`config.mk`:
```
export PLATFORM = sky130hd
export DESIGN_NAME = fsc_sync_demux
export DESIGN_NICKNAME = d
export VERILOG_FILES = /design/src/fsc_pkg.sv /design/src/fsc_modcnt.sv /design/src/fsc_correlator.sv /design/src/fsc_sync_demux.sv
export SDC_FILE = /design/constraint.sdc
export NUM_CORES = 1
export LEC_CHECK = 0
export BUFFER_PORTS_ARGS = -buffer_cell sky130_fd_sc_hd__buf_2
export CORE_MARGIN = 4
export CORE_UTILIZATION = 50
export DETAILED_ROUTE_END_ITERATION = 6
export GPL_ROUTABILITY_DRIVEN = 0
export GPL_TIMING_DRIVEN = 0
export PLACE_DENSITY = 0.76
export SETUP_SLACK_MARGIN = 0.15
export SLEW_MARGIN = 20
export SYNTH_ARGS = -nofsm -noshare
export SYNTH_HDL_FRONTEND = slang
export SYNTH_SLANG_ARGS = --single-unit
export TNS_END_PERCENT = 20
```
`constraint.sdc`:
```
create_clock -name pclk -period 5.9 [get_ports pclk]
set_input_delay 0.295 -clock pclk [delete_from_list [all_inputs] [get_ports pclk]]
set_output_delay 0.295 -clock pclk [all_outputs]
set_load 0.05 [all_outputs]
```
`src/fsc_pkg.sv`:
```
// Purpose: Shared constants for the frame sync correlator and demultiplexer.
// Assumes: 200 MHz pclk, APB3 register access, 32-bit data.
// Notes: Frame length and sync code are fixed at build time.
package fsc_pkg;
  // ==========================================================
  // Line format
  localparam int unsigned SR_W = 30;
  localparam logic [29:0] SYNC_CODE = 30'h1ACF_FC1D;
  localparam int unsigned WORD_W = 10;
  localparam int unsigned FRAME_BITS = 300;
  localparam int unsigned DATA_WORDS = (FRAME_BITS - SR_W) / WORD_W;
  localparam int unsigned POS_W = 9;
  localparam int unsigned CNT_W = 5;
  localparam logic [CNT_W-1:0] SEARCH_THR_MAX = 5'h04;
  localparam logic [CNT_W-1:0] LOCK_THR_MAX = 5'h0A;

  // ==========================================================
  // Timing
  localparam longint unsigned CLK_HZ = 200000000;
  localparam longint unsigned BIT_RATE_HZ = 9000000;
  localparam int unsigned MIN_BIT_CYC = int'((CLK_HZ + BIT_RATE_HZ - 1) / BIT_RATE_HZ);

  // ==========================================================
  // Register map
  localparam logic [11:0] OFS_CTRL = 12'h000;
  localparam logic [11:0] OFS_STATUS = 12'h004;
  localparam logic [11:0] OFS_INT_STAT = 12'h008;
  localparam logic [11:0] OFS_INT_MASK = 12'h00C;
  localparam int unsigned CTRL_EN_BIT = 0;
  localparam int unsigned CTRL_STHR_LSB = 4;
  localparam int unsigned CTRL_LTHR_LSB = 8;
  localparam int unsigned STAT_LOCK_BIT = 0;
  localparam int unsigned STAT_MISM_LSB = 8;
  localparam int unsigned STAT_FCNT_LSB = 16;
  localparam int unsigned INT_GAIN_BIT = 0;
  localparam int unsigned INT_LOSS_BIT = 1;
  localparam int unsigned INT_FRAME_BIT = 2;
  localparam int unsigned INT_OVR_BIT = 3;
  localparam int unsigned INT_W = 4;
  localparam logic [31:0] CTRL_RST = 32'h0000_0421;
  localparam logic [INT_W-1:0] INT_MASK_RST = 4'h0;

  typedef enum logic {FSC_SEARCH, FSC_LOCK} fsc_state_t;
endpackage

```
`src/fsc_modcnt.sv`:
```
// Purpose: Wrapping counter with synchronous clear.
// Assumes: Clear wins over increment.
// Notes: Used for the bit position, bit-in-word and word counters.
`timescale 1ns/1ps
`default_nettype none
module fsc_modcnt #(
  parameter int unsigned W = 4,
  parameter logic [W-1:0] MAX = '1
) (
  // Clock and reset
  input wire logic pclk,
  input wire logic presetn,
  // Control
  input wire logic clr,
  input wire logic inc,
  // State
  output logic [W-1:0] cnt,
  output logic wrap
);
  logic [W-1:0] cnt_r;
  logic [W-1:0] cnt_nxt;

  assign wrap = inc && (cnt_r == MAX);
  assign cnt_nxt = clr ? '0 : (wrap ? '0 : (inc ? W'(cnt_r + 1'b1) : cnt_r));
  assign cnt = cnt_r;

  always_ff @(posedge pclk or negedge presetn) begin
    if (!presetn) begin
      cnt_r <= '0;
    end else begin
      cnt_r <= cnt_nxt;
    end
  end
endmodule
`default_nettype wire

```
`src/fsc_correlator.sv`:
```
// Purpose: Parallel correlator of the shift register against the sync code.
// Assumes: Threshold already clamped by the caller.
// Notes: Purely combinational; the adder tree is left to synthesis.
`timescale 1ns/1ps
`default_nettype none
module fsc_correlator (
  // Data
  input wire logic [fsc_pkg::SR_W-1:0] window,
  input wire logic [fsc_pkg::CNT_W-1:0] thresh,
  // Result
  output logic [fsc_pkg::CNT_W-1:0] mismatches,
  output logic match
);
  import fsc_pkg::*;

  logic [SR_W-1:0] diff;

  assign diff = window ^ SYNC_CODE;

  always_comb begin
    mismatches = '0;
    for (int i = 0; i < SR_W; i++) begin
      mismatches = CNT_W'(mismatches + {{(CNT_W-1){1'b0}}, diff[i]});
    end
  end

  assign match = (mismatches <= thresh);
endmodule
`default_nettype wire

```
`src/fsc_sync_demux.sv`:
```
// Purpose: Frame synchronizer and demultiplexer front end behind an APB slave.
// Assumes: Serial bits arrive as ser_valid pulses synchronous to pclk.
// Notes: Sync code and frame length are package constants.
// What this block does
// - Shift serial bits into a 30-bit register exposing all stages.
// - XOR each stage with the sync code and count the mismatches.
// - Correlation when mismatch count is at or below the active threshold.
// - In search, one correlation within 0-4 errors moves to lock.
// - In lock, one failed check at frame position returns to search.
// - Sync code is a fixed 30-bit value; frame length is fixed.
// - In lock, check only at the single expected bit position.
// - Counters held at preset before correlation, counting only after it.
// - Signal in-sync and hold a frame-lock level output while locked.
// - While locked, route the last ten stages as words to their destination.
// - Frame counter marks each frame boundary so sync is checked once a frame.
// - Check exceeding the lock threshold stops data and restarts search.
// - Any loss of lock ends output data at once.
`timescale 1ns/1ps
`default_nettype none
module fsc_sync_demux (
  // Clock and reset
  input wire logic pclk,
  input wire logic presetn,
  // APB slave
  input wire logic psel,
  input wire logic penable,
  input wire logic pwrite,
  input wire logic [31:0] paddr,
  input wire logic [31:0] pwdata,
  output logic [31:0] prdata,
  output logic pready,
  output logic pslverr,
  // Serial input from decoder
  input wire logic ser_data,
  input wire logic ser_valid,
  // Demultiplexer output
  output logic [fsc_pkg::WORD_W-1:0] word_data,
  output logic [fsc_pkg::POS_W-1:0] word_dest,
  output logic word_valid,
  // Timing and control
  output logic frame_lock,
  output logic in_sync,
  output logic frame_tick,
  // Interrupt
  output logic irq
);
  import fsc_pkg::*;

  // ==========================================================
  // Registers and state
  fsc_state_t state_r;
  fsc_state_t state_nxt;
  logic [SR_W-1:0] sr_r;
  logic shifted_r;
  logic [31:0] ctrl_r;
  logic [INT_W-1:0] int_stat_r;
  logic [INT_W-1:0] int_stat_nxt;
  logic [INT_W-1:0] int_mask_r;
  logic [15:0] frame_cnt_r;
  logic [CNT_W-1:0] last_mism_r;
  logic [WORD_W-1:0] word_data_r;
  logic [POS_W-1:0] word_dest_r;
  logic word_valid_r;
  logic frame_tick_r;
  logic [4:0] gap_r;

  // ==========================================================
  // APB decode
  wire wr_en = psel && penable && pwrite;
  wire rd_en = psel && penable && !pwrite;
  wire [11:0] ofs = paddr[11:0];
  wire hit_ctrl = (ofs == OFS_CTRL);
  wire hit_stat = (ofs == OFS_STATUS);
  wire hit_ist = (ofs == OFS_INT_STAT);
  wire hit_imsk = (ofs == OFS_INT_MASK);
  wire mapped = (paddr[31:12] == 20'h0_0000) && (hit_ctrl || hit_stat || hit_ist || hit_imsk);
  wire ist_rd_clr = rd_en && mapped && hit_ist;

  wire [CNT_W-1:0] sthr_raw = {2'b00, ctrl_r[CTRL_STHR_LSB +: 3]};
  wire [CNT_W-1:0] lthr_raw = {1'b0, ctrl_r[CTRL_LTHR_LSB +: 4]};
  wire [CNT_W-1:0] sthr = (sthr_raw > SEARCH_THR_MAX) ? SEARCH_THR_MAX : sthr_raw;
  wire [CNT_W-1:0] lthr = (lthr_raw > LOCK_THR_MAX) ? LOCK_THR_MAX : lthr_raw;
  wire enable = ctrl_r[CTRL_EN_BIT];

  wire [31:0] status_word = {frame_cnt_r, 3'h0, last_mism_r, 7'h00, (state_r == FSC_LOCK)};
  wire [31:0] rd_mux = hit_ctrl ? ctrl_r :
                       hit_stat ? status_word :
                       hit_ist ? {28'h000_0000, int_stat_r} :
                       {28'h000_0000, int_mask_r};

  // No wait states; an unmapped address errors and reads zero
  assign pready = 1'b1;
  assign pslverr = psel && penable && !mapped;
  assign prdata = (rd_en && mapped) ? rd_mux : 32'h0000_0000;

  // ==========================================================
  // Correlator and counters
  wire locked = (state_r == FSC_LOCK);
  wire [CNT_W-1:0] thresh = locked ? lthr : sthr;
  wire [CNT_W-1:0] mism;
  wire match;
  wire [POS_W-1:0] pos;
  wire [3:0] bit_in_word;
  wire [POS_W-1:0] word_idx;
  wire run = locked && enable;

  fsc_correlator u_corr (
    .window(sr_r),
    .thresh(thresh),
    .mismatches(mism),
    .match(match)
  );

  fsc_modcnt #(.W(POS_W), .MAX(POS_W'(FRAME_BITS - 1))) u_pos (
    .pclk(pclk),
    .presetn(presetn),
    .clr(!run),
    .inc(ser_valid),
    .cnt(pos),
    .wrap()
  );

  fsc_modcnt #(.W(4), .MAX(4'(WORD_W - 1))) u_bit (
    .pclk(pclk),
    .presetn(presetn),
    .clr(!run),
    .inc(ser_valid),
    .cnt(bit_in_word),
    .wrap()
  );

  wire check = shifted_r && locked && (pos == '0);
  wire check_fail = check && !match;
  wire gain = shifted_r && !locked && enable && match;
  wire emit = shifted_r && locked && (bit_in_word == 4'h0) && (pos != '0)
              && (pos <= POS_W'(FRAME_BITS - SR_W));

  fsc_modcnt #(.W(POS_W), .MAX(POS_W'(DATA_WORDS - 1))) u_word (
    .pclk(pclk),
    .presetn(presetn),
    .clr(!run),
    .inc(emit && enable),
    .cnt(word_idx),
    .wrap()
  );

  always_comb begin
    state_nxt = state_r;
    case (state_r)
      FSC_SEARCH: begin
        if (gain) begin
          state_nxt = FSC_LOCK;
        end
      end
      FSC_LOCK: begin
        if (check_fail || !enable) begin
          state_nxt = FSC_SEARCH;
        end
      end
      default: begin
        state_nxt = FSC_SEARCH;
      end
    endcase
  end

  wire overrun = ser_valid && (gap_r < 5'(MIN_BIT_CYC - 1));
  wire [INT_W-1:0] events = {overrun, check && match, check_fail || (locked && !enable), gain};
  wire [INT_W-1:0] ist_kept = ist_rd_clr ? {INT_W{1'b0}} : int_stat_r;

  // Set wins over the read clear
  assign int_stat_nxt = ist_kept | events;

  // ==========================================================
  // Sequential logic
  // reset state
  always_ff @(posedge pclk or negedge presetn) begin
    if (!presetn) begin
      state_r <= FSC_SEARCH;
    end else begin
      state_r <= state_nxt;
    end
  end

  always_ff @(posedge pclk or negedge presetn) begin
    if (!presetn) begin
      sr_r <= '0;
      shifted_r <= 1'b0;
    end else begin
      shifted_r <= ser_valid;
      if (ser_valid) begin
        sr_r <= {sr_r[SR_W-2:0], ser_data};
      end
    end
  end

  always_ff @(posedge pclk or negedge presetn) begin
    if (!presetn) begin
      gap_r <= 5'h1F;
    end else if (ser_valid) begin
      gap_r <= 5'h00;
    end else if (gap_r != 5'h1F) begin
      gap_r <= gap_r + 5'h01;
    end
  end

  always_ff @(posedge pclk or negedge presetn) begin
    if (!presetn) begin
      ctrl_r <= CTRL_RST;
      int_mask_r <= INT_MASK_RST;
    end else if (wr_en && mapped) begin
      if (hit_ctrl) begin
        ctrl_r <= {20'h0_0000, pwdata[11:8], 1'b0, pwdata[6:4], 3'h0, pwdata[0]};
      end
      if (hit_imsk) begin
        int_mask_r <= pwdata[INT_W-1:0];
      end
    end
  end

  always_ff @(posedge pclk or negedge presetn) begin
    if (!presetn) begin
      int_stat_r <= '0;
    end else begin
      int_stat_r <= int_stat_nxt;
    end
  end

  always_ff @(posedge pclk or negedge presetn) begin
    if (!presetn) begin
      frame_cnt_r <= 16'h0000;
      frame_tick_r <= 1'b0;
      last_mism_r <= '0;
    end else begin
      frame_tick_r <= check;
      if (check && match) begin
        frame_cnt_r <= frame_cnt_r + 16'h0001;
      end
      if (shifted_r) begin
        last_mism_r <= mism;
      end
    end
  end

  // output gated by next lock state
  always_ff @(posedge pclk or negedge presetn) begin
    if (!presetn) begin
      word_valid_r <= 1'b0;
      word_data_r <= '0;
      word_dest_r <= '0;
    end else begin
      word_valid_r <= emit && (state_nxt == FSC_LOCK);
      if (emit) begin
        word_data_r <= sr_r[WORD_W-1:0];
        word_dest_r <= word_idx;
      end
    end
  end

  assign frame_lock = locked;
  assign in_sync = locked;
  assign word_valid = word_valid_r;
  assign word_data = word_data_r;
  assign word_dest = word_dest_r;
  assign frame_tick = frame_tick_r;
  assign irq = |(int_stat_r & int_mask_r);

  // ==========================================================
  // Checks
  chk_search_gain: assert property (@(posedge pclk) disable iff (!presetn)
    (!locked && shifted_r && enable && mism <= sthr) |=> frame_lock)
    else $error("lock not taken on search correlation");
  chk_lock_drop: assert property (@(posedge pclk) disable iff (!presetn)
    (locked && shifted_r && pos == '0 && mism > lthr) |=> !frame_lock && !word_valid)
    else $error("lock kept after failed frame check");
  chk_aperture_only: assert property (@(posedge pclk) disable iff (!presetn)
    (locked && enable && pos != '0) |=> frame_lock)
    else $error("lock lost away from frame position");
  chk_preset_hold: assert property (@(posedge pclk) disable iff (!presetn)
    !frame_lock |=> (pos == '0 && bit_in_word == 4'h0 && word_idx == '0))
    else $error("counters left preset while searching");
  chk_word_source: assert property (@(posedge pclk) disable iff (!presetn)
    (emit && enable && !check_fail) |=> word_valid && word_data == $past(sr_r[9:0]))
    else $error("word not taken from last ten stages");
  chk_word_locked: assert property (@(posedge pclk) disable iff (!presetn)
    word_valid |-> frame_lock && $past(frame_lock))
    else $error("word output without lock");
  chk_frame_tick: assert property (@(posedge pclk) disable iff (!presetn)
    (shifted_r && locked && pos == '0) |=> frame_tick ##1 !frame_tick)
    else $error("frame boundary not marked once");
  chk_gain_irq: assert property (@(posedge pclk) disable iff (!presetn)
    gain |=> int_stat_r[INT_GAIN_BIT] && frame_lock)
    else $error("lock gain not flagged");
  chk_corr_count: assert property (@(posedge pclk) disable iff (!presetn)
    match == ($countones(sr_r ^ SYNC_CODE) <= thresh))
    else $error("correlator decision wrong");
  chk_corr_decision: assert property (@(posedge pclk) disable iff (!presetn)
    (!locked && shifted_r && enable && mism > sthr) |=> !frame_lock)
    else $error("lock taken above search threshold");
  chk_enable_drop: assert property (@(posedge pclk) disable iff (!presetn)
    (locked && !enable) |=> !frame_lock && !word_valid)
    else $error("output kept after lock loss");
  chk_reset_state: assert property (@(posedge pclk)
    $rose(presetn) |-> !frame_lock && !word_valid && pos == '0)
    else $error("reset state wrong");
endmodule
`default_nettype wire

```
# Word level (Yosys, flattened, before mapping)
# Cells that the tools add are included.
[word_totals] reg_bits=117 output_inout_bits=58 elab_cells=136
[op_classes] n_addsub=34 n_lt_le_gt_ge=5 n_eq_ne=10 mux=22 bitwise_logic=4 n_reduce_logical=45
[op_table] op="$add A5 B1 Y5" n=28
[op_table] op="$mux W32" n=3
[op_table] op="$mux W9" n=6
[op_table] op="$mux W4" n=7
[op_table] op="$logic_and A1 B1 Y1" n=26
[op_table] op="$eq A12 B4 Y1 const B" n=2
[op_table] op="$logic_not A20 Y1" n=1
[op_table] op="$not A19 Y19" n=1
[op_table] op="$add A9 B1 Y9 const B" n=2
[op_table] op="$add A16 B1 Y16 const B" n=1
[op_table] op="$eq A12 B3 Y1 const B" n=1
[op_table] op="$logic_not A12 Y1" n=1
[op_table] op="$mux W5" n=2
[op_table] op="$eq A9 B5 Y1 const B" n=1
[op_table] op="$eq A9 B9 Y1 const B" n=1
[op_table] op="$le A9 B9 Y1 const B" n=1
[op_table] op="$logic_not A9 Y1" n=1
[op_table] op="$reduce_bool A9 Y1" n=1
[op_table] op="$ne A3 B2 Y1 const B" n=2
[op_table] op="$add A5 B1 Y5 const B" n=1
[op_table] op="$le A5 B4 Y1" n=1
[op_table] op="$logic_not A1 Y1" n=5
[op_table] op="$logic_or A1 B1 Y1" n=5
[op_table] op="$lt A5 B5 Y1 const B" n=1
[op_table] op="17 further kinds" n=19

# Logic depth before layout (Yosys ltp)
# Gate-level depths: netlist of run 1.
[logic_depth] ltp_word=37 ltp_mapped=24

# By module
# Synthesis of run 1 repeated with hierarchy kept, for this count alone.
[hier_totals] cells_unflattened=600 hier_area_um2=6640.1
[modules_own_cells] module="fsc_sync_demux" n_inst=1 cells_per_inst=377 area_each_um2=4514.3 seq_area_each_um2=2387.3
[modules_own_cells] module="fsc_correlator" n_inst=1 cells_per_inst=94 area_each_um2=864.6 seq_area_each_um2=0.0
[modules_own_cells] module="fsc_modcnt at u_word" n_inst=1 cells_per_inst=51 area_each_um2=511.7 seq_area_each_um2=225.2
[modules_own_cells] module="fsc_modcnt at u_pos" n_inst=1 cells_per_inst=53 area_each_um2=509.2 seq_area_each_um2=225.2
[modules_own_cells] module="fsc_modcnt at u_bit" n_inst=1 cells_per_inst=25 area_each_um2=240.2 seq_area_each_um2=100.1

# Least setup slack after synthesis of run 1
# No wires, ideal clock.
[synth_path] path_type="reg2reg" startpoint="register sr_r[1]" endpoint="register frame_cnt_r[1]" setup_ns=0.125 t_arrival_ns=6.173 required_ns=5.775 setup_slack_ns=-0.398 stages_incl_launch_ff=21 path_cell_list="dfrtp_1 -> ha_1 -> inv_1 -> fa_1 -> inv_1 -> fa_1 -> fa_1 -> fa_1 -> inv_1 -> fa_1 -> fa_1 -> fa_1 -> fa_1 -> xnor2_1 -> ha_1 -> a21oi_1 -> nor2b_1 -> o32a_1 -> clkbuf_1 -> nor3_1 -> mux2_2"
[synth_via] elab_chain_len=31
[synth_lines] element="start: declaration" line="fsc_sync_demux.sv:53" rtl="logic [SR_W-1:0] sr_r;"
[synth_lines] element="start signal: assignment" line="fsc_sync_demux.sv:191" rtl="sr_r <= {sr_r[SR_W-2:0], ser_data};"
[synth_lines] element="$add A1 B1 Y2" line="fsc_correlator.sv:23" rtl="mismatches = CNT_W'(mismatches + {{(CNT_W-1){1'b0}}, diff[i]});"
[synth_lines] element="$add A5 B1 Y5 (28 in series)" line="fsc_correlator.sv:23"
[synth_lines] element="net mism[2]" line="fsc_sync_demux.sv:100" rtl="wire [CNT_W-1:0] mism;"
[synth_lines] element="$le A5 B4 Y1" line="fsc_correlator.sv:27" rtl="assign match = (mismatches <= thresh);"
[synth_lines] element="$logic_and A1 B1 Y1" line="fsc_sync_demux.sv:235" rtl="if (check && match) begin"
[synth_lines] element="end signal: assignment" line="fsc_sync_demux.sv:236" rtl="frame_cnt_r <= frame_cnt_r + 16'h0001;"
[synth_lines] element="end: declaration" line="fsc_sync_demux.sv:59" rtl="logic [15:0] frame_cnt_r;"
# The timed path passes the listed nets, and every way through them passes these cells.
# A chain may end at the register's enable or synchronous reset.

# Worst setup path in the final report of run 1
[layout_path] startpoint="register sr_r[1]" endpoint="register int_stat_r[0]"
[layout_via] elab_chain_len=32
[layout_lines] element="$add A1 B1 Y2" line="fsc_correlator.sv:23"
[layout_lines] element="$add A5 B1 Y5 (28 in series)" line="fsc_correlator.sv:23"
[layout_lines] element="net mism[3]" line="fsc_sync_demux.sv:100"
[layout_lines] element="$le A5 B4 Y1" line="fsc_correlator.sv:27"
[layout_lines] element="$logic_and A1 B1 Y1" line="fsc_sync_demux.sv:134" rtl="wire gain = shifted_r && !locked && enable && match;"
[layout_lines] element="$or A4 B4 Y4" line="fsc_sync_demux.sv:171" rtl="assign int_stat_nxt = ist_kept | events;"
[layout_lines] element="net int_stat_nxt[0]" line="fsc_sync_demux.sv:57" rtl="logic [INT_W-1:0] int_stat_nxt;"
[layout_lines] element="end signal: assignment" line="fsc_sync_demux.sv:224" rtl="int_stat_r <= int_stat_nxt;"
[layout_lines] element="end: declaration" line="fsc_sync_demux.sv:56" rtl="logic [INT_W-1:0] int_stat_r;"
# The timed path passes the listed nets, and every way through them passes these cells.

==> out/metrics.yaml, run 1 <==
run_status:
  outcome: "finished with violations"
  violations: "negative setup slack"
synthesis:
  seq_area_frac_synth_pct: 45.2
  synthMuxAreaShare_pct: 5.34
  ys.warnings.count: 0
  synth-compound-area-share_pct: 8.05
  synth_cells: 655
  post_synth_and_or_nand_nor_area_fraction_pct: 20.2
  synth_cell_type_count: 64
  synth_top_cell_area_share_pct: 42.0
  synth-main-ff-cell: "dfrtp_1"
  yosysMostFrequentCell: "dfrtp_1"
  synth-seq-cells: 117
  synth_area_leaders: "dfrtp_1 (42%), fa_1 (6.8%), nand2_1 (4.7%)"
  syn_avg_cell_area_um2: 9.92
  synth-edff-count: 0
  syn_area_um2: 6490
  yosysTopAreaCell: "dfrtp_1"
  synthAdderAreaFrac_pct: 11.2
  synth_xor_area_share_pct: 3.78
  async_flop_share_pct: 100
  synth_top_family_by_area: "simple AND/OR/NAND/NOR gates"
  synth_common_cells: "dfrtp_1 (109), nand2_1 (81), inv_1 (62), o21ai_0 (49), nor2_1 (39)"
setup_path:
  reg2reg_from: "sr_r[1]"
  worstSetupEndpointType: "register"
  cp_max_fo: 10
  cp.arrival_ps: 6610
  regToRegEndpoint: "int_stat_r[0]"
  required_ps: 6260
  reg2reg_setup_slack_ps: -350
  crit_path_end: "int_stat_r[0]"
  rr_worst_depth: 23
  startpoint: "sr_r[1]"
  cp-start-kind: "register"
  crit_type: "register to register"
timing:
  hold_viol: 0
  tightestPinTransition_ps: 625
  period_minus_slack_ps: 6250
  clock.fmax_ghz: 0.160
  tns_ps: -6010
  setup_ws_ps: -354
  rsz0062_at_grt: "true"
  max-slew-margin-rel_pct: 58.3
  setup_viol: 21
  skew_ps: 6.88
  drv_slew: 0
  fin_crit_sh_pct: 106
route:
  finalWirelength_um: 16200
  wl_per_cell_um: 16.7
  antenna_left: 0
  routed_via_density: 5.51
  drtIter0Drc: 383
  route.detailed.drc: 0
  firstDrtPassIters: 7
  num_vias: 5347
clocking:
  cts_tree: "yes"
  htreeDepth: 4
  cts_root_buf: "clkbuf_16"
  clk_path_buf_depth: 2
  clock_latency_ps: 420
  cts.sinks: 117
  numCtsBuffers: 17
  path_clk_slew_ps: 50
floorplan:
  coreArea_um2: 12700
  die_width_um: 122
  boundaryPins: 129
  fp.dieH_um: 122
  die_area_um2: 14900
  num_rows: 41
  initial_core_util_pct: 51.3
grt:
  track_usage_pct: 22.5
  grt_max_degree: 77
  grt_pass1_vias: 5388
  grt.overflow.total: 0
  grt_pass1_wl_um: 26300
  antenna_found_initial: 0
cells_and_area:
  design_area_um2: 8060
  diodes: 0
  drive_above_1_share_pct: 27.3
  layout.nets: 902
  nFillCells: 1021
  syn2layout_area_growth_pct: 24.1
  instances_no_fill: 971
placed_design:
  post-place-ws_ps: -626
  place.port_buffers: 102
  dp_cells: 933
  dp.final_hpwl_um: 11700
  dpl-instance-area_um2: 7330
run:
  max_cap_viol_count: 0
min_path:
  min_path_type: "primary input to register"
## layout by cell type, fill, tap and decap left out, types with 4 or more instances in the layout
cell       Yosys  routed
ha_1          23      21
nand3_1       19      19
a21oi_1       16      14
nand4b_1       4       4
a31oi_1        4       4
xor2_1        22      21
a21o_1         4       4
nor4_1        16      13
clkbuf_1      20      19
nor3_1        15       6
mux2i_1       11      11
clkinv_2       0       9
inv_2          1       5
and3_1        23      23
clkbuf_16      0      17
nor2_1        39      39
dfstp_2        8       8
mux2_2        21      20
nor3_2         0       6
dfrtp_1      109     109
nand2_1       81      81
conb_1         2       5
fa_1          22      19
o21ai_0       49      49
xnor2_1        6       5
inv_1         62      58
buf_2          3     104
nand4_1       14      14
buf_4          6      10
## logic make-up after synthesis
kind of cell	Yosys count
and+or+nand+nor	245
adders and majority gates	45
muxes	32
xor gates and xnor gates	28
other	2
DFF	117
AOI/OAI and AO/OA	90
buffers and inverters	96
## worst max-delay path, cell delays in order, from the launching register on
cell,delay (ps)
dfrtp_1,410
ha_4,280
inv_2,30
fa_1,490
inv_2,50
fa_1,390
fa_1,490
fa_1,540
inv_1,50
fa_1,480
fa_2,600
inv_1,50
ha_1,280
a21o_1,180
a21oi_2,160
xnor2_1,170
ha_1,290
nand3_1,120
nor2_1,60
o32a_1,350
buf_8,160
buf_6,160
nor4_1,280
a21o_1,120
## worst min path at each step
| stage | from | to | slack [ps] | cells after the start |
|---|---|---|---|---|
| floorplan | presetn | ctrl_r[11] | -0.6 | 0 |
| global placement | ser_valid | shifted_r | 420 | 1 |
| detailed placement | presetn | ctrl_r[11] | 230 | 1 |
| CTS | ser_data | sr_r[0] | 80 | 3 |
| global route | ser_data | sr_r[0] | 80 | 3 |
| finish | ser_data | sr_r[0] | 90 | 3 |
## metal layers
layer  wire length (um)  vias up  track usage, %
li1                   -     2487               -
met1               6800     2615            28.5
met2               7960      217            38.4
met3               1110       28            4.60
met4                313        0            8.12
met5                  0        -               0
## through the flow
stage               hold WS (ps)  utilization (%)
floorplan                 -0.591                -
finish                      86.4             63.6
global placement             421             57.6
detailed placement           231             57.9
global route                84.6             63.6
CTS                         75.9             63.2
## sequential cells by signal (all words and copies together), names as in the netlist
signal and flops:
gap_r 5, frame_lock 1, word_valid 1, u_pos.cnt 9, frame_tick 1, int_stat_r 4
ctrl_r 8, sr_r 30, shifted_r 1, u_word.cnt 9, int_mask_r 4, last_mism_r 5
word_data 10, word_dest 9, frame_cnt_r 16, u_bit.cnt 4
## final cells by class
class,count,area (um^2),share of cell area (%)
Clock buffer,21,470,5.84
Clock inverter,11,82.6,1.02
Multi-Input combinational cell,445,3340,41.5
Timing Repair Buffer,109,594,7.37
Buffer,33,178,2.20
Sequential cell,117,2940,36.5
Inverter,63,236,2.93
Tap cell,172,215,2.67
## what timing repair did
item                       CTS  global route
setup buffers                2             2
hold buffers                 2             0
hold endpoints to repair    41             0
gates resized for setup     17             8
setup endpoints to repair   21            21
pin swaps                    2             7
Power of run 1 is not shown: default switching activity piles up to over one toggle a cycle in this logic, so the estimate is an artifact.
==> run 2: changes to the inputs <==
CORE_UTILIZATION = 54   (was 50)
CTS_CLUSTER_DIAMETER = 200   (was unset)
PLACE_DENSITY = 0.78   (was 0.76)
clock period = 7.9 ns   (was 5.9 ns; I/O delays follow)
==> run 2 against run 1 <==
Worst hold slack better by 32 ps. Maximum frequency shrank 11%. Count of clock-buffer cells in the layout down 2. Flip-flop and latch count did not move. Sequential share of layout area is 1.2 points higher. Register-to-register slack better by 1300 ps. Setup slack better by 1300 ps. Critical path depth down 3. Non-clock buffer count shrank 5. The flow now finishes without violations. Global-route usage rose by 0.42 points.
==> out/metrics.yaml, run 2 (synthesis results as in run 1) <==
run_status:
  outcome: "finished clean"
run:
  max_cap_viol_count: 0  # unchanged
cells_and_area:
  diodes: 0  # unchanged
  largest_reg_flops: 30  # unchanged
  syn2layout_area_growth_pct: 20.2
  layout.nets: 897  # -0.55%
  final_cell_mix: "dfrtp_1 (109), buf_2 (104), nand2_1 (81)"
  drive_above_1_share_pct: 23.4  # -3.9 points
  layout_commonest_cell: "dfrtp_1"
  largest-register: "sr_r"
floorplan:
  initial_core_util_pct: 55.9  # +4.7 points
  fp.dieH_um: 118  # -3.5%
  die_area_um2: 13800  # -6.9%
  coreArea_um2: 11600  # -8.3%
  die_width_um: 118  # -3.5%
  boundaryPins: 129  # unchanged
  num_rows: 39  # -4.9%
clocking:
  cts_resized: 0  # -17
  clk_path_buf_depth: 2  # unchanged
  cts_root_buf: "clkbuf_16"
  path_clk_slew_ps: 60  # about the same
  cts.sinks: 117  # unchanged
  htreeDepth: 4  # unchanged
  hold_buffers: 1  # -1
  post_cts.repair.setup_buffers: 0  # -2
  cts_tree: "yes"
  clock_latency_ps: 410  # about the same
  numCtsBuffers: 17  # unchanged
timing:
  period_minus_slack_ps: 7000  # +745 ps
  max-slew-margin-rel_pct: 39.1  # -19 points
  tns_ps: 0  # +6010 ps
  clock.fmax_ghz: 0.143  # -11%
  hold_viol: 0  # unchanged
  skew_ps: 11.3  # +4.38 ps
  tightestPinTransition_ps: 911  # +285 ps
  rsz0062_at_grt: "false"
  setup_viol: 0  # -100%
  drv_slew: 0  # unchanged
  fin_crit_sh_pct: 88.6  # -17 points
grt:
  grt_max_degree: 76  # -1.3%
  antenna_found_initial: 0  # unchanged
  grt.overflow.total: 0  # unchanged
  track_usage_pct: 22.9  # +0.42 points
  grt_pass1_wl_um: 26000  # -1.0%
  grt_pass1_vias: 5244  # -2.7%
placed_design:
  place.port_buffers: 102  # unchanged
  dp.final_hpwl_um: 11400  # -2.5%
route:
  antenna_left: 0  # unchanged
  wl_met1_um: 6240  # -8.3%
  routed_via_density: 5.65  # +2.6%
  route.detailed.drc: 0  # unchanged
  wl_per_cell_um: 16.3  # -2.0%
  firstDrtPassIters: 5  # -2
  finalWirelength_um: 15300  # -5.4%
  drtIter0Drc: 505  # +32%
  dr_wl_met2_um: 7770  # -2.4%
  routed.top_layer: "met4"
  dr_wl_met3_um: 1100  # -1.3%
  num_vias: 5294  # -0.99%
setup_path:
  crit_type: "register to register"
  cp.arrival_ps: 7290  # +680 ps
  cp_max_fo: 9  # -1
  cp-start-kind: "register"
  worstSetupEndpointType: "register"
  required_ps: 8200  # +1940 ps
min_path:
  min_path_type: "primary input to register"
==> run 2: path summary, 6_finish.rpt <==
path | cells after the start | from | slack, ps | end
max | 20 | sr_r[1] | 900 | frame_cnt_r[1]
min | 1 | ser_valid | 120 | shifted_r
max reg2reg | 20 | sr_r[1] | 900 | frame_cnt_r[1]
min reg2reg | 2 | word_dest[6] | 470 | word_dest[6]
max in group asynchronous | 3 | presetn | 6700 | gap_r[4]
min in group asynchronous | 2 | presetn | 480 | frame_cnt_r[4]
==> run 2: through the flow <==
stage	util [%]	setup WS [ps]	area [um^2]	cells	hold slack, ps
final	67.2	901	7810	937	118
after detailed placement	62.2	931	7230	904	345
after CTS	67.2	858	7810	937	102
after floorplan	-	1600	6510	658	99.4
after global placement	62.0	1090	7200	903	454
after global routing	67.2	656	7810	937	111
==> run 2: critical path, stage by stage, from the launching register on <==
cell and delay, ps:
dfrtp_1 440, ha_1 300, inv_1 40, fa_1 470, inv_1 50, fa_1 530, fa_1 450, fa_1 530
inv_1 50, fa_1 480, fa_1 490, fa_1 410, fa_1 420, xnor2_1 270, ha_1 300, a21oi_1 160
nor2b_1 60, o32a_1 290, clkbuf_1 240, nor3_1 510, mux2_2 390
==> run 2: per-layer routing <==
layer	global-route usage, %	up-vias
li1	-	2484
met1	29.5	2555
met2	39.0	233
met3	5.14	22
met4	6.74	0
met5	0	-
==> run 2: layout make-up <==
| class | instances | area, um^2 |
|---|---|---|
| fillers | 879 | 3810 |
| multi-input cells | 445 | 3170 |
| flip-flops and latches | 117 | 2940 |
| repair buffers | 104 | 554 |
| clock buffers | 19 | 443 |
| inverters | 63 | 236 |
| well taps | 143 | 179 |
| plain buffers | 33 | 158 |
| clock inverters | 13 | 124 |
Power of run 2 is left out for the same reason.
